`src/hdl/bfp_map.svh`:
```
// Purpose: offsets, field positions, reset values and timing counts of the breaker failure timer
// Assumes: 20 MHz aclk, one evaluation tick every 5 ms
// Notes: delay registers hold whole 5 ms steps, one step per evaluation tick
`ifndef BFP_MAP_SVH
`define BFP_MAP_SVH
// ==========================================
// timing
`define BFP_CLK_HZ 20000000
`define BFP_TICK_MS 5
`define BFP_TICK_CYCLES (`BFP_TICK_MS * `BFP_CLK_HZ / 1000)
`define BFP_REL_NUM 97
`define BFP_REL_DEN 100
// ==========================================
// register offsets
`define BFP_OFF_CTRL 8'h00
`define BFP_OFF_PH_THR 8'h04
`define BFP_OFF_RES_THR 8'h08
`define BFP_OFF_RETRIP_DLY 8'h0c
`define BFP_OFF_FAIL_DLY 8'h10
`define BFP_OFF_STATUS 8'h14
`define BFP_OFF_ELAPSED 8'h18
// ==========================================
// fields and reset values
`define BFP_CTRL_RETRIP_EN 0
`define BFP_CTRL_CRIT_LO 1
`define BFP_CTRL_RES_LO 3
`define BFP_CTRL_RST 5'h01
`define BFP_PH_THR_RST 16'h0014
`define BFP_RES_THR_RST 16'h04b0
`define BFP_RETRIP_DLY_RST 19'h00014
`define BFP_FAIL_DLY_RST 19'h00028
`define BFP_RESP_OKAY 2'h0
`define BFP_RESP_SLVERR 2'h2
`endif

```
`src/hdl/bfp_pkg.sv`:
```
// Purpose: types shared by the breaker failure timer
// Assumes: nothing
// Notes: enum order is the register encoding
package bfp_pkg;
   typedef enum logic [2:0] {
      BFP_NORMAL,
      BFP_STARTED,
      BFP_RETRIP,
      BFP_FAILED,
      BFP_BLOCKED
   } bfp_cond_e;
   typedef enum logic [1:0] {
      BFP_CUR_ONLY,
      BFP_CUR_AND_TRIP,
      BFP_CUR_OR_TRIP
   } bfp_crit_e;
   typedef enum logic [1:0] {
      BFP_RES_NONE,
      BFP_RES_FIRST,
      BFP_RES_SECOND,
      BFP_RES_CALC
   } bfp_res_src_e;
endpackage

```
`src/hdl/bfp_pin_filter.sv`:
```
// Purpose: three-flop synchroniser with agreement filter for a pin level
// Assumes: input asynchronous to aclk
// Notes: level follows only when the second and third flops agree
module bfp_pin_filter (
   input wire logic aclk,
   input wire logic aresetn,
   input wire logic pin,
   output logic level
);
   logic s1_ff;
   logic s2_ff;
   logic s3_ff;
   // ==========================================
   // synchroniser; s1 is read by s2 only
   always_ff @(posedge aclk) begin
      if (!aresetn) begin
         s1_ff <= 1'b0;
         s2_ff <= 1'b0;
         s3_ff <= 1'b0;
      end else begin
         s1_ff <= pin;
         s2_ff <= s1_ff;
         s3_ff <= s2_ff;
      end
   end
   // ==========================================
   // agreement filter keeps a one-flop glitch out
   always_ff @(posedge aclk) begin
      if (!aresetn) begin
         level <= 1'b0;
      end else if (s2_ff == s3_ff) begin
         level <= s3_ff;
      end
   end
endmodule

```
`src/hdl/bfp_top.sv`:
```
// Purpose: breaker failure protection timing, retrip and failure outputs, AXI4-Lite settings
// Assumes: current magnitudes arrive on aclk; block and primary trip are pins
// Notes: all decisions are taken once per evaluation tick
//
// The implementer's own choices: the AXI4-Lite interface to the registers and the address map.
`include "bfp_map.svh"
module bfp_top import bfp_pkg::*; #(
   parameter int TICK_CYCLES = `BFP_TICK_CYCLES,
   parameter int DW = 16,
   parameter int TW = 19
) (
   input wire logic aclk,
   input wire logic aresetn,
   input wire logic [7:0] s_axi_awaddr,
   input wire logic s_axi_awvalid,
   output logic s_axi_awready,
   input wire logic [31:0] s_axi_wdata,
   input wire logic [3:0] s_axi_wstrb,
   input wire logic s_axi_wvalid,
   output logic s_axi_wready,
   output logic [1:0] s_axi_bresp,
   output logic s_axi_bvalid,
   input wire logic s_axi_bready,
   input wire logic [7:0] s_axi_araddr,
   input wire logic s_axi_arvalid,
   output logic s_axi_arready,
   output logic [31:0] s_axi_rdata,
   output logic [1:0] s_axi_rresp,
   output logic s_axi_rvalid,
   input wire logic s_axi_rready,
   input wire logic [DW-1:0] phase_a_current,
   input wire logic [DW-1:0] phase_b_current,
   input wire logic [DW-1:0] phase_c_current,
   input wire logic [DW-1:0] first_residual_input,
   input wire logic [DW-1:0] second_residual_input,
   input wire logic [DW-1:0] calculated_residual,
   input wire logic block_pin,
   input wire logic primary_trip_pin,
   output logic start_out,
   output logic redundant_coil_trip,
   output logic breaker_fail_output,
   output logic blocked_out,
   output logic [2:0] function_condition
);
   localparam int TCW = (TICK_CYCLES > 1) ? $clog2(TICK_CYCLES) : 1;
   localparam logic [TCW-1:0] TICK_LAST = TCW'(TICK_CYCLES - 1);
   localparam int MW = DW + 7;
   localparam logic [MW-1:0] REL_NUM = MW'(`BFP_REL_NUM);
   localparam logic [MW-1:0] REL_DEN = MW'(`BFP_REL_DEN);

   // settings
   logic [4:0] ctrl_ff;
   logic [DW-1:0] ph_thr_ff;
   logic [DW-1:0] res_thr_ff;
   logic [TW-1:0] retrip_dly_ff;
   logic [TW-1:0] fail_dly_ff;
   logic retrip_en;
   bfp_crit_e crit;
   bfp_res_src_e res_src;
   // timing state
   logic [TCW-1:0] tick_cnt_ff;
   logic tick;
   logic block_s;
   logic trip_s;
   logic ph_pick_ff;
   logic res_pick_ff;
   logic nxt_ph_pick;
   logic nxt_res_pick;
   logic cur_pick;
   logic start_cond;
   logic run;
   logic blk_ind;
   logic [TW-1:0] cnt_ff;
   logic [TW-1:0] nxt_cnt;
   logic nxt_retrip;
   logic nxt_fail;
   bfp_cond_e nxt_cond;
   logic [DW-1:0] res_val;
   // bus state
   logic aw_got_ff;
   logic w_got_ff;
   logic [7:0] waddr_ff;
   logic [31:0] wdata_ff;
   logic [3:0] wstrb_ff;
   logic wr_go;
   logic [31:0] wr_old;
   logic [31:0] wr_new;
   logic wr_hit;
   logic [31:0] rd_word;
   logic rd_hit;

   assign retrip_en = ctrl_ff[`BFP_CTRL_RETRIP_EN];
   assign crit = bfp_crit_e'(ctrl_ff[`BFP_CTRL_CRIT_LO +: 2]);
   assign res_src = bfp_res_src_e'(ctrl_ff[`BFP_CTRL_RES_LO +: 2]);

   // ==========================================
   // pin inputs
   bfp_pin_filter u_block_filt (
      .aclk(aclk),
      .aresetn(aresetn),
      .pin(block_pin),
      .level(block_s)
   );
   bfp_pin_filter u_trip_filt (
      .aclk(aclk),
      .aresetn(aresetn),
      .pin(primary_trip_pin),
      .level(trip_s)
   );

   // ==========================================
   // evaluation tick, one every 5 ms
   always_ff @(posedge aclk) begin
      if (!aresetn || tick) begin
         tick_cnt_ff <= '0;
      end else begin
         tick_cnt_ff <= tick_cnt_ff + TCW'(1);
      end
   end
   assign tick = (tick_cnt_ff == TICK_LAST);

   // ==========================================
   // current pick-up with 97 percent release
   function automatic logic over(input logic [DW-1:0] i, input logic [DW-1:0] thr);
      over = i > thr;
   endfunction
   function automatic logic released(input logic [DW-1:0] i, input logic [DW-1:0] thr);
      released = (MW'(i) * REL_DEN) < (MW'(thr) * REL_NUM);
   endfunction

   always_comb begin
      case (res_src)
         BFP_RES_FIRST: res_val = first_residual_input;
         BFP_RES_SECOND: res_val = second_residual_input;
         BFP_RES_CALC: res_val = calculated_residual;
         default: res_val = '0;
      endcase
   end

   always_comb begin
      if (ph_pick_ff) begin
         nxt_ph_pick = !(released(phase_a_current, ph_thr_ff) && released(phase_b_current, ph_thr_ff) &&
                         released(phase_c_current, ph_thr_ff));
      end else begin
         nxt_ph_pick = over(phase_a_current, ph_thr_ff) || over(phase_b_current, ph_thr_ff) ||
                       over(phase_c_current, ph_thr_ff);
      end
      if (res_src == BFP_RES_NONE) begin
         nxt_res_pick = 1'b0;
      end else if (res_pick_ff) begin
         nxt_res_pick = !released(res_val, res_thr_ff);
      end else begin
         nxt_res_pick = over(res_val, res_thr_ff);
      end
   end
   assign cur_pick = nxt_ph_pick || nxt_res_pick;

   always_ff @(posedge aclk) begin
      if (!aresetn) begin
         ph_pick_ff <= 1'b0;
         res_pick_ff <= 1'b0;
      end else if (tick) begin
         ph_pick_ff <= nxt_ph_pick;
         res_pick_ff <= nxt_res_pick;
      end
   end

   // ==========================================
   // start criterion and blocking
   always_comb begin
      case (crit)
         BFP_CUR_AND_TRIP: start_cond = cur_pick && trip_s;
         BFP_CUR_OR_TRIP: start_cond = cur_pick || trip_s;
         default: start_cond = cur_pick;
      endcase
   end
   // block is read at the tick itself, before the counter step
   assign run = start_cond && !block_s;
   assign blk_ind = start_cond && block_s;

   // ==========================================
   // shared delay counter, saturating so a long start never wraps
   always_comb begin
      if (!run) begin
         nxt_cnt = '0;
      end else if (cnt_ff == '1) begin
         nxt_cnt = cnt_ff;
      end else begin
         nxt_cnt = cnt_ff + TW'(1);
      end
      nxt_retrip = run && retrip_en && (nxt_cnt >= retrip_dly_ff);
      nxt_fail = run && (nxt_cnt >= fail_dly_ff);
      if (blk_ind) begin
         nxt_cond = BFP_BLOCKED;
      end else if (nxt_fail) begin
         nxt_cond = BFP_FAILED;
      end else if (nxt_retrip) begin
         nxt_cond = BFP_RETRIP;
      end else if (run) begin
         nxt_cond = BFP_STARTED;
      end else begin
         nxt_cond = BFP_NORMAL;
      end
   end

   always_ff @(posedge aclk) begin
      if (!aresetn) begin
         cnt_ff <= '0;
         start_out <= 1'b0;
         blocked_out <= 1'b0;
         redundant_coil_trip <= 1'b0;
         breaker_fail_output <= 1'b0;
         function_condition <= BFP_NORMAL;
      end else if (tick) begin
         cnt_ff <= nxt_cnt;
         start_out <= run;
         blocked_out <= blk_ind;
         redundant_coil_trip <= nxt_retrip;
         breaker_fail_output <= nxt_fail;
         function_condition <= nxt_cond;
      end
   end

   // ==========================================
   // axi4-lite write channel
   assign s_axi_awready = !aw_got_ff && !s_axi_bvalid;
   assign s_axi_wready = !w_got_ff && !s_axi_bvalid;
   assign wr_go = aw_got_ff && w_got_ff && !s_axi_bvalid;

   always_ff @(posedge aclk) begin
      if (!aresetn) begin
         aw_got_ff <= 1'b0;
         w_got_ff <= 1'b0;
         waddr_ff <= 8'h00;
         wdata_ff <= 32'h0000_0000;
         wstrb_ff <= 4'h0;
         s_axi_bvalid <= 1'b0;
         s_axi_bresp <= `BFP_RESP_OKAY;
      end else begin
         if (s_axi_awvalid && s_axi_awready) begin
            aw_got_ff <= 1'b1;
            waddr_ff <= s_axi_awaddr;
         end
         if (s_axi_wvalid && s_axi_wready) begin
            w_got_ff <= 1'b1;
            wdata_ff <= s_axi_wdata;
            wstrb_ff <= s_axi_wstrb;
         end
         if (wr_go) begin
            aw_got_ff <= 1'b0;
            w_got_ff <= 1'b0;
            s_axi_bvalid <= 1'b1;
            s_axi_bresp <= wr_hit ? `BFP_RESP_OKAY : `BFP_RESP_SLVERR;
         end else if (s_axi_bready) begin
            s_axi_bvalid <= 1'b0;
         end
      end
   end

   always_comb begin
      wr_hit = 1'b1;
      case ({waddr_ff[7:2], 2'b00})
         `BFP_OFF_CTRL: wr_old = {27'h0, ctrl_ff};
         `BFP_OFF_PH_THR: wr_old = 32'(ph_thr_ff);
         `BFP_OFF_RES_THR: wr_old = 32'(res_thr_ff);
         `BFP_OFF_RETRIP_DLY: wr_old = 32'(retrip_dly_ff);
         `BFP_OFF_FAIL_DLY: wr_old = 32'(fail_dly_ff);
         default: begin
            wr_old = 32'h0000_0000;
            wr_hit = 1'b0;
         end
      endcase
      for (int b = 0; b < 4; b++) begin
         wr_new[8*b +: 8] = wstrb_ff[b] ? wdata_ff[8*b +: 8] : wr_old[8*b +: 8];
      end
   end

   // settings are taken by the counter at the next tick
   always_ff @(posedge aclk) begin
      if (!aresetn) begin
         ctrl_ff <= `BFP_CTRL_RST;
         ph_thr_ff <= `BFP_PH_THR_RST;
         res_thr_ff <= `BFP_RES_THR_RST;
         retrip_dly_ff <= `BFP_RETRIP_DLY_RST;
         fail_dly_ff <= `BFP_FAIL_DLY_RST;
      end else if (wr_go) begin
         case ({waddr_ff[7:2], 2'b00})
            `BFP_OFF_CTRL: ctrl_ff <= wr_new[4:0];
            `BFP_OFF_PH_THR: ph_thr_ff <= wr_new[DW-1:0];
            `BFP_OFF_RES_THR: res_thr_ff <= wr_new[DW-1:0];
            `BFP_OFF_RETRIP_DLY: retrip_dly_ff <= wr_new[TW-1:0];
            `BFP_OFF_FAIL_DLY: fail_dly_ff <= wr_new[TW-1:0];
            default: ;
         endcase
      end
   end

   // ==========================================
   // axi4-lite read channel
   assign s_axi_arready = !s_axi_rvalid;

   always_comb begin
      rd_hit = 1'b1;
      case ({s_axi_araddr[7:2], 2'b00})
         `BFP_OFF_CTRL: rd_word = {27'h0, ctrl_ff};
         `BFP_OFF_PH_THR: rd_word = 32'(ph_thr_ff);
         `BFP_OFF_RES_THR: rd_word = 32'(res_thr_ff);
         `BFP_OFF_RETRIP_DLY: rd_word = 32'(retrip_dly_ff);
         `BFP_OFF_FAIL_DLY: rd_word = 32'(fail_dly_ff);
         `BFP_OFF_STATUS: rd_word = {23'h0, trip_s, ph_pick_ff | res_pick_ff, blocked_out, breaker_fail_output,
                                     redundant_coil_trip, start_out, function_condition};
         `BFP_OFF_ELAPSED: rd_word = 32'(cnt_ff);
         default: begin
            rd_word = 32'h0000_0000;
            rd_hit = 1'b0;
         end
      endcase
   end

   always_ff @(posedge aclk) begin
      if (!aresetn) begin
         s_axi_rvalid <= 1'b0;
         s_axi_rdata <= 32'h0000_0000;
         s_axi_rresp <= `BFP_RESP_OKAY;
      end else if (s_axi_arvalid && s_axi_arready) begin
         s_axi_rvalid <= 1'b1;
         s_axi_rdata <= rd_word;
         s_axi_rresp <= rd_hit ? `BFP_RESP_OKAY : `BFP_RESP_SLVERR;
      end else if (s_axi_rready) begin
         s_axi_rvalid <= 1'b0;
      end
   end
endmodule

```
`config.mk`:
```
export PLATFORM = sky130hd
export DESIGN_NAME = bfp_top
export DESIGN_NICKNAME = d
export VERILOG_FILES = /design/src/hdl/bfp_pkg.sv /design/src/hdl/bfp_pin_filter.sv /design/src/hdl/bfp_top.sv
export VERILOG_INCLUDE_DIRS = /design/src /design/src/hdl
export SDC_FILE = /design/constraint.sdc
export NUM_CORES = 1
export LEC_CHECK = 0
export BUFFER_PORTS_ARGS = -buffer_cell sky130_fd_sc_hd__buf_2
export CAP_MARGIN = 30
export CELL_PAD_IN_SITES_DETAIL_PLACEMENT = 1
export CELL_PAD_IN_SITES_GLOBAL_PLACEMENT = 1
export CORE_MARGIN = 5
export CORE_UTILIZATION = 35
export CTS_BUF_LIST = sky130_fd_sc_hd__clkbuf_8
export CTS_CLUSTER_DIAMETER = 120
export DETAILED_ROUTE_END_ITERATION = 7
export PLACE_DENSITY_LB_ADDON = 0.1
export SLEW_MARGIN = 20
export SYNTH_ARGS = -nofsm -noshare
export SYNTH_HDL_FRONTEND = slang
export SYNTH_HIERARCHICAL = 1
export SYNTH_SLANG_ARGS = --single-unit
```
`constraint.sdc`:
```
create_clock -name aclk -period 8.05 [get_ports aclk]
set_input_delay 1.61 -clock aclk [delete_from_list [all_inputs] [get_ports aclk]]
set_output_delay 1.61 -clock aclk [all_outputs]
set_load 0.01 [all_outputs]
```
==> results of run 1 <==
## per-layer routing
metal	vias to the layer above	share of wire, %
met5	-	0
met4	0	1.5
met3	60	2.5
met2	325	47
met1	10500	49
li1	10500	-
## how the worst max path moves through the flow
stage	startpoint	endpoint	slack [ns]	cells after the start
CTS	first_residual_input[2]	function_condition[0]	-0.43	38
global route	first_residual_input[3]	redundant_coil_trip	-0.75	41
global placement	phase_a_current[2]	function_condition[0]	-1.03	37
detailed placement	phase_a_current[2]	function_condition[0]	-1.36	37
floorplan	calculated_residual[2]	function_condition[0]	-0.28	36
finish	first_residual_input[3]	redundant_coil_trip	-0.42	40
## state kept, by name, indices dropped and copies added, names as in the netlist, 2 cells and up
| signal | cells |
|---|---|
| cnt_ff | 19 |
| fail_dly_ff | 19 |
| retrip_dly_ff | 19 |
| s_axi_rdata | 19 |
| wdata_ff | 19 |
| tick_cnt_ff | 17 |
| ph_thr_ff | 16 |
| res_thr_ff | 16 |
| waddr_ff | 6 |
| ctrl_ff | 5 |
| wstrb_ff | 3 |
| function_condition | 2 |
## critical path: cells and delay by family
kind | cells | cell delay (ns)
AOI/OAI and AO/OA | 20 | 3.77
muxes | 1 | 0.28
buffers and inverters | 6 | 0.67
adders and majority gates | 6 | 1.78
xor gates and xnor gates | 1 | 0.13
and+or+nand+nor | 6 | 0.63
## where the power goes
group / total [uW] / leakage [uW] / internal [uW] / switching [uW]
combinational: 1700 / 0.0123 / 794 / 907
sequential: 921 / 0.00146 / 906 / 14.6
clock: 666 / 0.000211 / 265 / 401
total: 3290 / 0.0140 / 1970 / 1320
## area by class of cell
| cell class | count | area [sq um] |
|---|---|---|
| fillers | 7701 | 36400 |
| multi-input cells | 2122 | 17700 |
| flip-flops and latches | 180 | 3600 |
| repair buffers | 500 | 3480 |
| inverters | 385 | 1450 |
| well taps | 855 | 1070 |
| clock buffers | 17 | 234 |
| clock inverters | 15 | 176 |
| diodes | 2 | 5.00 |
## kinds of logic after synthesis
kind of cell,after synthesis,share of synthesized area [%]
adder cells (fa/ha/maj),596,35.1
multiplexers,35,1.65
buffers and inverters,476,8.38
other,1,0.0166
flip-flops,180,16.0
AO/OA/AOI/OAI,596,17.8
AND/OR/NAND/NOR,759,16.4
XOR/XNOR,121,4.70
## synthesized netlist by cell type, types with 9 or more instances
cell / n
a211oi_1: 11
a21boi_0: 48
a21o_1: 45
a21oi_1: 144
a221oi_1: 9
a222oi_1: 21
a22oi_1: 39
a31oi_1: 10
and2_1: 69
and3_1: 17
and4_1: 9
buf_4: 21
clkbuf_1: 58
dfxtp_1: 180
fa_1: 60
ha_1: 534
inv_1: 385
mux2_2: 17
mux2i_1: 18
nand2_1: 254
nand2b_1: 16
nand3_1: 84
nand4_1: 38
nor2_1: 125
nor2b_1: 44
nor3_1: 48
nor4_1: 15
o211ai_1: 17
o21a_1: 18
o21ai_0: 122
o21ai_1: 9
o21bai_1: 10
or2_2: 9
or3_1: 10
xnor2_1: 79
xor2_1: 42
## per-stage QoR
step | setup TNS, ns | total power (uW)
after floorplan | -0.721 | 1910
after global placement | -3.81 | 2500
after detailed placement | -5.16 | 2580
after CTS | -1.47 | 3280
after global routing | -2.87 | 3540
final | -1.48 | 3290
## timing repair
item / CTS / global route
buffers inserted: 17 / 6
endpoints found under the setup margin: 4 / 4
pin swaps: 52 / 47
resized for setup: 63 / 47
hold buffers: 0 / 0
==> run metrics, run 1 <==
vias in the first global route between 20000 and 25000; CP startpoint kind input port; worst slew pin tran 0.951 ns; Initial DRC Count between 1000 and 1500; Initial Utilization 35.2%; Crit Path Max Fanout 7; Final Hold Vio Count 0; dpl hpwl 64.8 mm; DP Area about 26000 sq um; commonest non-fill, non-tap cells in the layout ha_1 (514), inv_1 (380), buf_4 (316); Max clock buf depth 2; Top FF cell, synth dfxtp_1; largest net degree at the start of global routing 116; Worst EP required around 8.5 ns; Reg2Reg Launch Point ph_thr_ff[6]; number of I/O pins 205; Slew HR between 30 and 40%; ys async rst share 0%; worst reg-to-reg setup slack -0.03 ns; main area contributors after synthesis ha_1 (30%), dfxtp_1 (16%), inv_1 (6.4%), fa_1 (5.3%), nand2_1 (4.2%); core region area roughly 64000 sq um; Vias ~21000; Hold Path Sink u_block_filt/s2_ff; commonest non-fill, non-tap cell in the layout ha_1; Max Cap Viol 0; hold path cells 1; # rows 93; Power per Cell Area roughly 120 nW/um^2; GR met3 Demand/Resource around 1.7%; minimum clock period between 8 and 9 ns; Layout Cells excl Fill slightly above 4000; clock slew at reported path FFs 0.10 ns; clk_lat worst skew about 0.5 ns; antenna violations before repair 1; # DRC 0; skew final ~0.022 ns; synthesized instance count roughly 2800; CTS sink cnt between 150 and 200; CTS HTree Levels 4; Peak Freq about 0.12 GHz; Peak supply drop around 80 uV; Root Driver clkbuf_8; final hold slack approximately 0.44 ns; endpoints failing setup 4; First-pass DRT Iterations 5; Leakage Power between 0.01 and 0.015 uW; register area share after synthesis ~16%; layout cell share with drive strength beyond 1 slightly above 20%; CTS Buf Count 17; die area a little under 70000 sq um; RD Place Congestion about 0.88; Layout area overhead 23.0%; mapped cell area between 20000 and 25000 sq um; CTS tree done; RSZ-0062 raised after global routing true; PortBufs 171; Final #Nets just under 4000; Via density approximately 5.3; reg2reg path depth 39; Die Wd roughly 260 um; total track usage a little over a fifth; slack of the critical path -0.416 ns; Unique masters post-synth 87; largest stage delay on the critical path roughly 0.52 ns; crit share post-route 105%; Worst path most repeated cell a21oi_2; met1 Track Usage GR a little under a third; min-delay worst type flop to flop; EDFF count, synth 0; Worst path slowest cell fa_1; failing checks negative setup slack; CP Class input port to flop; worst hold start u_block_filt/s1_ff; placed cells 4012; DRT Wirelength around 78 mm; Synth Warn # 6; post-route cell area ~28000 sq um; Final Util around 43%; Mean Syn Cell Area about 8.2 sq um; post-DR wirelength/cell between 15 and 20 um; Yosys top cell by area ha_1; DRT antenna net count 0; worst reg2reg endpoint redundant_coil_trip; number of synthesized register bits 180; Pins Over Slew Limit 0; crit path capture type flop; first-pass GRT wire length between 100 and 150 mm; pre-CTS setup slack -1.36 ns; Synth top area share roughly 30%; GR peak layer met2; Critical Path AT ~8.9 ns; status complete, but fails checks; gr ovfl total 0; die span in y ~260 um; GRT met2 Usage about two fifths
(Power assumes the default switching activity.)
==> run 2, diff against run 1 <==
--- a/config.mk
+++ b/config.mk
@@ -12,7 +12,6 @@
 export CELL_PAD_IN_SITES_GLOBAL_PLACEMENT = 1
 export CORE_MARGIN = 5
 export CORE_UTILIZATION = 35
-export CTS_BUF_LIST = sky130_fd_sc_hd__clkbuf_8
 export CTS_CLUSTER_DIAMETER = 120
 export DETAILED_ROUTE_END_ITERATION = 7
 export PLACE_DENSITY_LB_ADDON = 0.1
==> run 2 against run 1 <==
- the run still ends with negative setup slack left
- clock power up 31%
- first-iteration DRC count down 7.9%
- final area up 0.86%
- sequential share of layout area down 0.11 points
- via count down 0.11%
- sequential power about the same
- maximum frequency down 0.48%
==> run metrics, run 2 (synthesis gave the netlist of run 1 again) <==
status complete, but fails checks; failing checks negative setup slack; DP Area 26500 sq um; dpl hpwl about 65 mm; Peak Freq 0.118 GHz; largest stage delay on the critical path between 0.5 and 0.6 ns; Top delay family on crit path compound AO/OA/AOI/OAI gates; clk_lat worst skew around 0.45 ns; Pins Over Slew Limit 0; Worst EP required 8.43 ns; slack of the critical path -0.457 ns; first-pass GRT wire length approximately 120 mm; fill count 7670; skew final 0.0128 ns; die area 69600 sq um; Final Hold Vio Count 0; CP startpoint kind input port; RSZ-0062 raised after global routing true; internal power between 2000 and 2500 uW; Hold-fix buffers, CTS 0; Root Driver clkbuf_16; clock share of power between 20% and 30%; vias in the first global route 22900; clock slew at reported path FFs 0.07 ns; number of I/O pins about 210; layout cell share with drive strength beyond 1 20.7%; total track usage between 20% and 30%; Max Cap Viol 0; CTS HTree Levels 4; minimum clock period around 8.5 ns; post-route cell area ~28000 sq um; Worst path slowest cell fa_1; Die Wd roughly 260 um; Layout area overhead 24.1%; CTS Buf Count 17; Initial Utilization a little over a third; commonest non-fill, non-tap cell in the layout ha_1; antenna violations before repair 1; DRT Wirelength between 70 and 80 mm; Worst path most repeated cell a21oi_2; Sw Ratio a little under 40%; Slew HR approximately a third; Crit Path Max Fanout 7; RD Place Congestion about 0.88; Max clock buf depth 2; core region area 64100 sq um; final sum of negative setup slack -1.65 ns; post-DR wirelength/cell between 15 and 20 um; Peak supply drop between 100 and 150 uV; Sequential cell area between 3000 and 4000 sq um; gr ovfl total 0; crit share post-route 106%; Via density 5.25; CTS tree done; largest net degree at the start of global routing 116; PnR Total Power about 3500 uW; min-delay worst type flop to flop; Power per Cell Area about 120 nW/um^2; die span in y around 260 um; # rows 93; Vias ~21000; Final #Nets approximately 4000; Critical Path AT about 8.9 ns; Seq pwr share between 20% and 30%; # DRC 0; DRT antenna net count 0; endpoints failing setup 4; CTS sink cnt 180; WP buf/inv 6; switching power about 1300 uW; PortBufs between 150 and 200; Initial DRC Count approximately 960; Leakage Power between 0.01 and 0.015 uW; Logic pwr share between 40 and 50%; worst slew pin tran roughly 0.97 ns; CP Class input port to flop; commonest non-fill, non-tap cells in the layout ha_1 (512), inv_1 (380), buf_4 (317); crit path capture type flop; multi-input logic area 17800 sq um; First-pass DRT Iterations 5
-- run 2: changes by cell type in the layout (fill, tap and decap cells not counted), sizes merged --
| cell | previous run | this run |
|---|---|---|
| buf | 500 | 501 |
| diode | 2 | 1 |
-- run 2: path summary, 6_finish.rpt --
check,from,end,slack [ns],depth (start not counted)
worst max register to register,ph_thr_ff[6],redundant_coil_trip,0,39
worst max-delay path,first_residual_input[3],redundant_coil_trip,-0.46,40
worst min-delay path,u_block_filt/s1_ff,u_block_filt/s2_ff,0.43,1
worst min register to register,u_block_filt/s1_ff,u_block_filt/s2_ff,0.43,1
-- run 2: worst register-to-register path: cells and delay by family, from the launching register on --
family / cells / cell delay [ns]
AO/OA/AOI/OAI: 17 / 3.05
AND/OR/NAND/NOR: 6 / 0.89
buffers and inverters: 8 / 0.86
adder cells (fa/ha/maj): 7 / 2.26
flip-flops: 1 / 0.43
XOR/XNOR: 1 / 0.49
-- run 2: layer usage --
layer  share of wire (%)  up-vias  GRT usage (%)
li1                    -    10500              -
met1                  48    10500           30.0
met2                  47      326           37.6
met3                 2.9       73           2.14
met4                 1.9        0           4.78
met5                   0        -              0
-- run 2: through the flow --
stage | hold slack [ns] | cells | util, % | setup WS, ns
global placement | 0.424 | 4011 | 41.2 | -1.03
floorplan | 0.406 | 2778 | - | -0.282
CTS | 0.435 | 4061 | 42.9 | -0.493
global route | 0.447 | 4076 | 43.6 | -0.829
finish | 0.432 | 4076 | 43.6 | -0.457
detailed placement | 0.417 | 4012 | 41.3 | -1.36
-- run 2: power groups by stage --
stage	Combinational [uW]	Clock, uW	Sequential [uW]
2_1_floorplan	974	0	936
3_3_place_gp	1560	0	940
3_5_place_dp	1630	0	941
4_1_cts	1670	891	920
5_1_grt	1900	928	922
6_report	1700	871	920
-- run 2: repair_timing --
item / in CTS / in global routing
gates resized for setup: 63 / 52
pin swaps: 52 / 53
setup buffers: 17 / 7
setup endpoints to repair: 4 / 4
endpoints found under the hold margin: 0 / 0
-- run 2: final cells by class --
type                       instances  share of cell area [%]
clock buffer                      17                    1.52
antenna                            1                 0.00895
clock inverter                    15                   0.631
multi-input combinational       2122                    63.5
timing repair buffer             501                    12.5
sequential                       180                    12.9
inverter                         385                    5.17
tap                              855                    3.83
==> run 3, diff against run 2 <==
--- a/config.mk
+++ b/config.mk
@@ -7,7 +7,6 @@
 export NUM_CORES = 1
 export LEC_CHECK = 0
 export BUFFER_PORTS_ARGS = -buffer_cell sky130_fd_sc_hd__buf_2
-export CAP_MARGIN = 30
 export CELL_PAD_IN_SITES_DETAIL_PLACEMENT = 1
 export CELL_PAD_IN_SITES_GLOBAL_PLACEMENT = 1
 export CORE_MARGIN = 5
==> constraint.sdc (replaced) <==
create_clock -name aclk -period 10.4 [get_ports aclk]
set_input_delay 2.08 -clock aclk [delete_from_list [all_inputs] [get_ports aclk]]
set_output_delay 2.08 -clock aclk [all_outputs]
set_load 0.01 [all_outputs]
==> run 3 against run 2 <==
- routed wire length decreased by 5.0%
- non-clock buffer count decreased by 296
- first-iteration DRC count is 9.8% higher
- via count is 6.3% lower
- cell count is 7.3% lower
- power fell by 30%
- clock-buffer cell count is 1 higher
- combinational power is 38% lower
- sequential share of layout area rose by 1.6 points
- critical path depth is 2 lower
- the run now ends clean
==> run metrics, run 3 (synthesis gave the netlist of run 1 again) <==
status complete, no violations; Vias about 20000; Crit Path Max Fanout 11; Final Util roughly 40%; total track usage between 20% and 30%; CP startpoint kind input port; Worst path most repeated cell ha_1; fill count 7774; post-cts resize count 0; Post CTS Setup Buffer Count 0; # rows 93; multi-input logic area roughly 17000 sq um; vias in the first global route 21400; Final Hold Vio Count 0; CP Class input port to flop; Peak supply drop 103 uV; first-pass GRT wire length roughly 120 mm; Via density roughly 5.3; DRT Wirelength roughly 74 mm; DRT antenna net count 0; Leakage Power 0.0125 uW; Worst EP required approximately 11 ns; switching power roughly 970 uW; post-DR wirelength/cell 19.7 um; minimum clock period a little under 10 ns; worst slew pin tran roughly 1.1 ns; largest stage delay on the critical path ~0.50 ns; Critical Path AT ~10 ns; PortBufs between 150 and 200; commonest non-fill, non-tap cell in the layout ha_1; Sequential cell area between 3000 and 4000 sq um; CTS tree done; crit share post-route 94.7%; First-pass DRT Iterations 8; crit path capture type flop; skew final between 0.015 and 0.02 ns; RSZ-0062 raised after global routing false; # DRC 0; # diodes 0; clk_lat worst skew 0.45 ns; Pins Over Slew Limit 0; clock slew at reported path FFs about 0.070 ns; Peak Freq slightly above 0.1 GHz; commonest non-fill, non-tap cells in the layout ha_1 (534), inv_1 (385), nand2_1 (253); core region area approximately 64000 sq um; Logic pwr share a little over two fifths; Slew HR about a quarter; final sum of negative setup slack 0 ns; endpoints failing setup 0; Hold-fix buffers, CTS 0; number of I/O pins around 200; gr ovfl total 0; antenna violations before repair 1; Die Wd 264 um; CTS HTree Levels 4; die span in y approximately 260 um; Seq pwr share approximately 29%; Sw Ratio 39.7%; largest net degree at the start of global routing approximately 110; Final #Nets roughly 3700; dpl hpwl just over 60 mm; min-delay worst type flop to flop; die area 69600 sq um; Root Driver clkbuf_16; final hold slack between 0.4 and 0.5 ns; Initial Utilization between 30% and 40%; Initial DRC Count 1058; reg2reg path depth 39; internal power between 1000 and 1500 uW; layout cell share with drive strength beyond 1 about a tenth; Worst path slowest cell fa_1; CTS sink cnt between 150 and 200; RD Place Congestion about 0.86; hold path cells 1; CTS Buf Count 17; Max Cap Viol 0; Power per Cell Area between 90 and 100 nW/um^2; Layout area overhead 10.7%; Max clock buf depth 2; clock share of power 27.1%
==> run 3: stage by stage <==
step                setup WS (ns)  std cells  area, sq um  power (uW)
detailed placement          0.164       3747        24300        1780
finish                      0.556       3779        24900        2430
CTS                         0.581       3779        24900        2450
global placement            0.268       3747        24300        1730
global route              0.00986       3779        24900        2630
floorplan                    1.39       2778        22600        1480
==> run 3: worst paths after layout <==
check | from | endpoint | slack [ns]
setup / recovery | phase_a_current[2] | function_condition[0] | 0.56
hold / removal | u_block_filt/s1_ff | u_block_filt/s2_ff | 0.43
setup reg to reg | ctrl_ff[3] | function_condition[0] | 1.30
hold reg to reg | u_block_filt/s1_ff | u_block_filt/s2_ff | 0.43
==> run 3: area by class of cell <==
class / count / share of cell area [%]
multi-input cells: 2122 / 68.7
inverters: 385 / 5.79
clock buffers: 18 / 1.72
clock inverters: 14 / 0.637
repair buffers: 205 / 4.46
flip-flops and latches: 180 / 14.4
well taps: 855 / 4.29
==> run 3: routing by layer <==
metal / track usage, % / wire [um] / vias up
li1: - / - / 9943
met1: 28.4 / 35800 / 9770
met2: 36.2 / 35000 / 275
met3: 2.33 / 2520 / 44
met4: 3.40 / 1060 / 0
met5: 0 / 0 / -
==> run 3: power groups by stage <==
| stage | registers (uW) | clock network, uW | logic, uW |
|---|---|---|---|
| floorplan | 724 | 0 | 753 |
| global route | 715 | 702 | 1210 |
| finish | 713 | 659 | 1060 |
| global placement | 729 | 0 | 1000 |
| CTS | 713 | 676 | 1060 |
| detailed placement | 729 | 0 | 1050 |
==> run 3: worst max-delay path, delay by kind of cell <==
family	cells	cell delay, ns
AO/OA/AOI/OAI	20	4.23
adder cells (fa/ha/maj)	6	2.02
AND/OR/NAND/NOR	5	0.85
buffers and inverters	6	0.79
XOR/XNOR	1	0.20
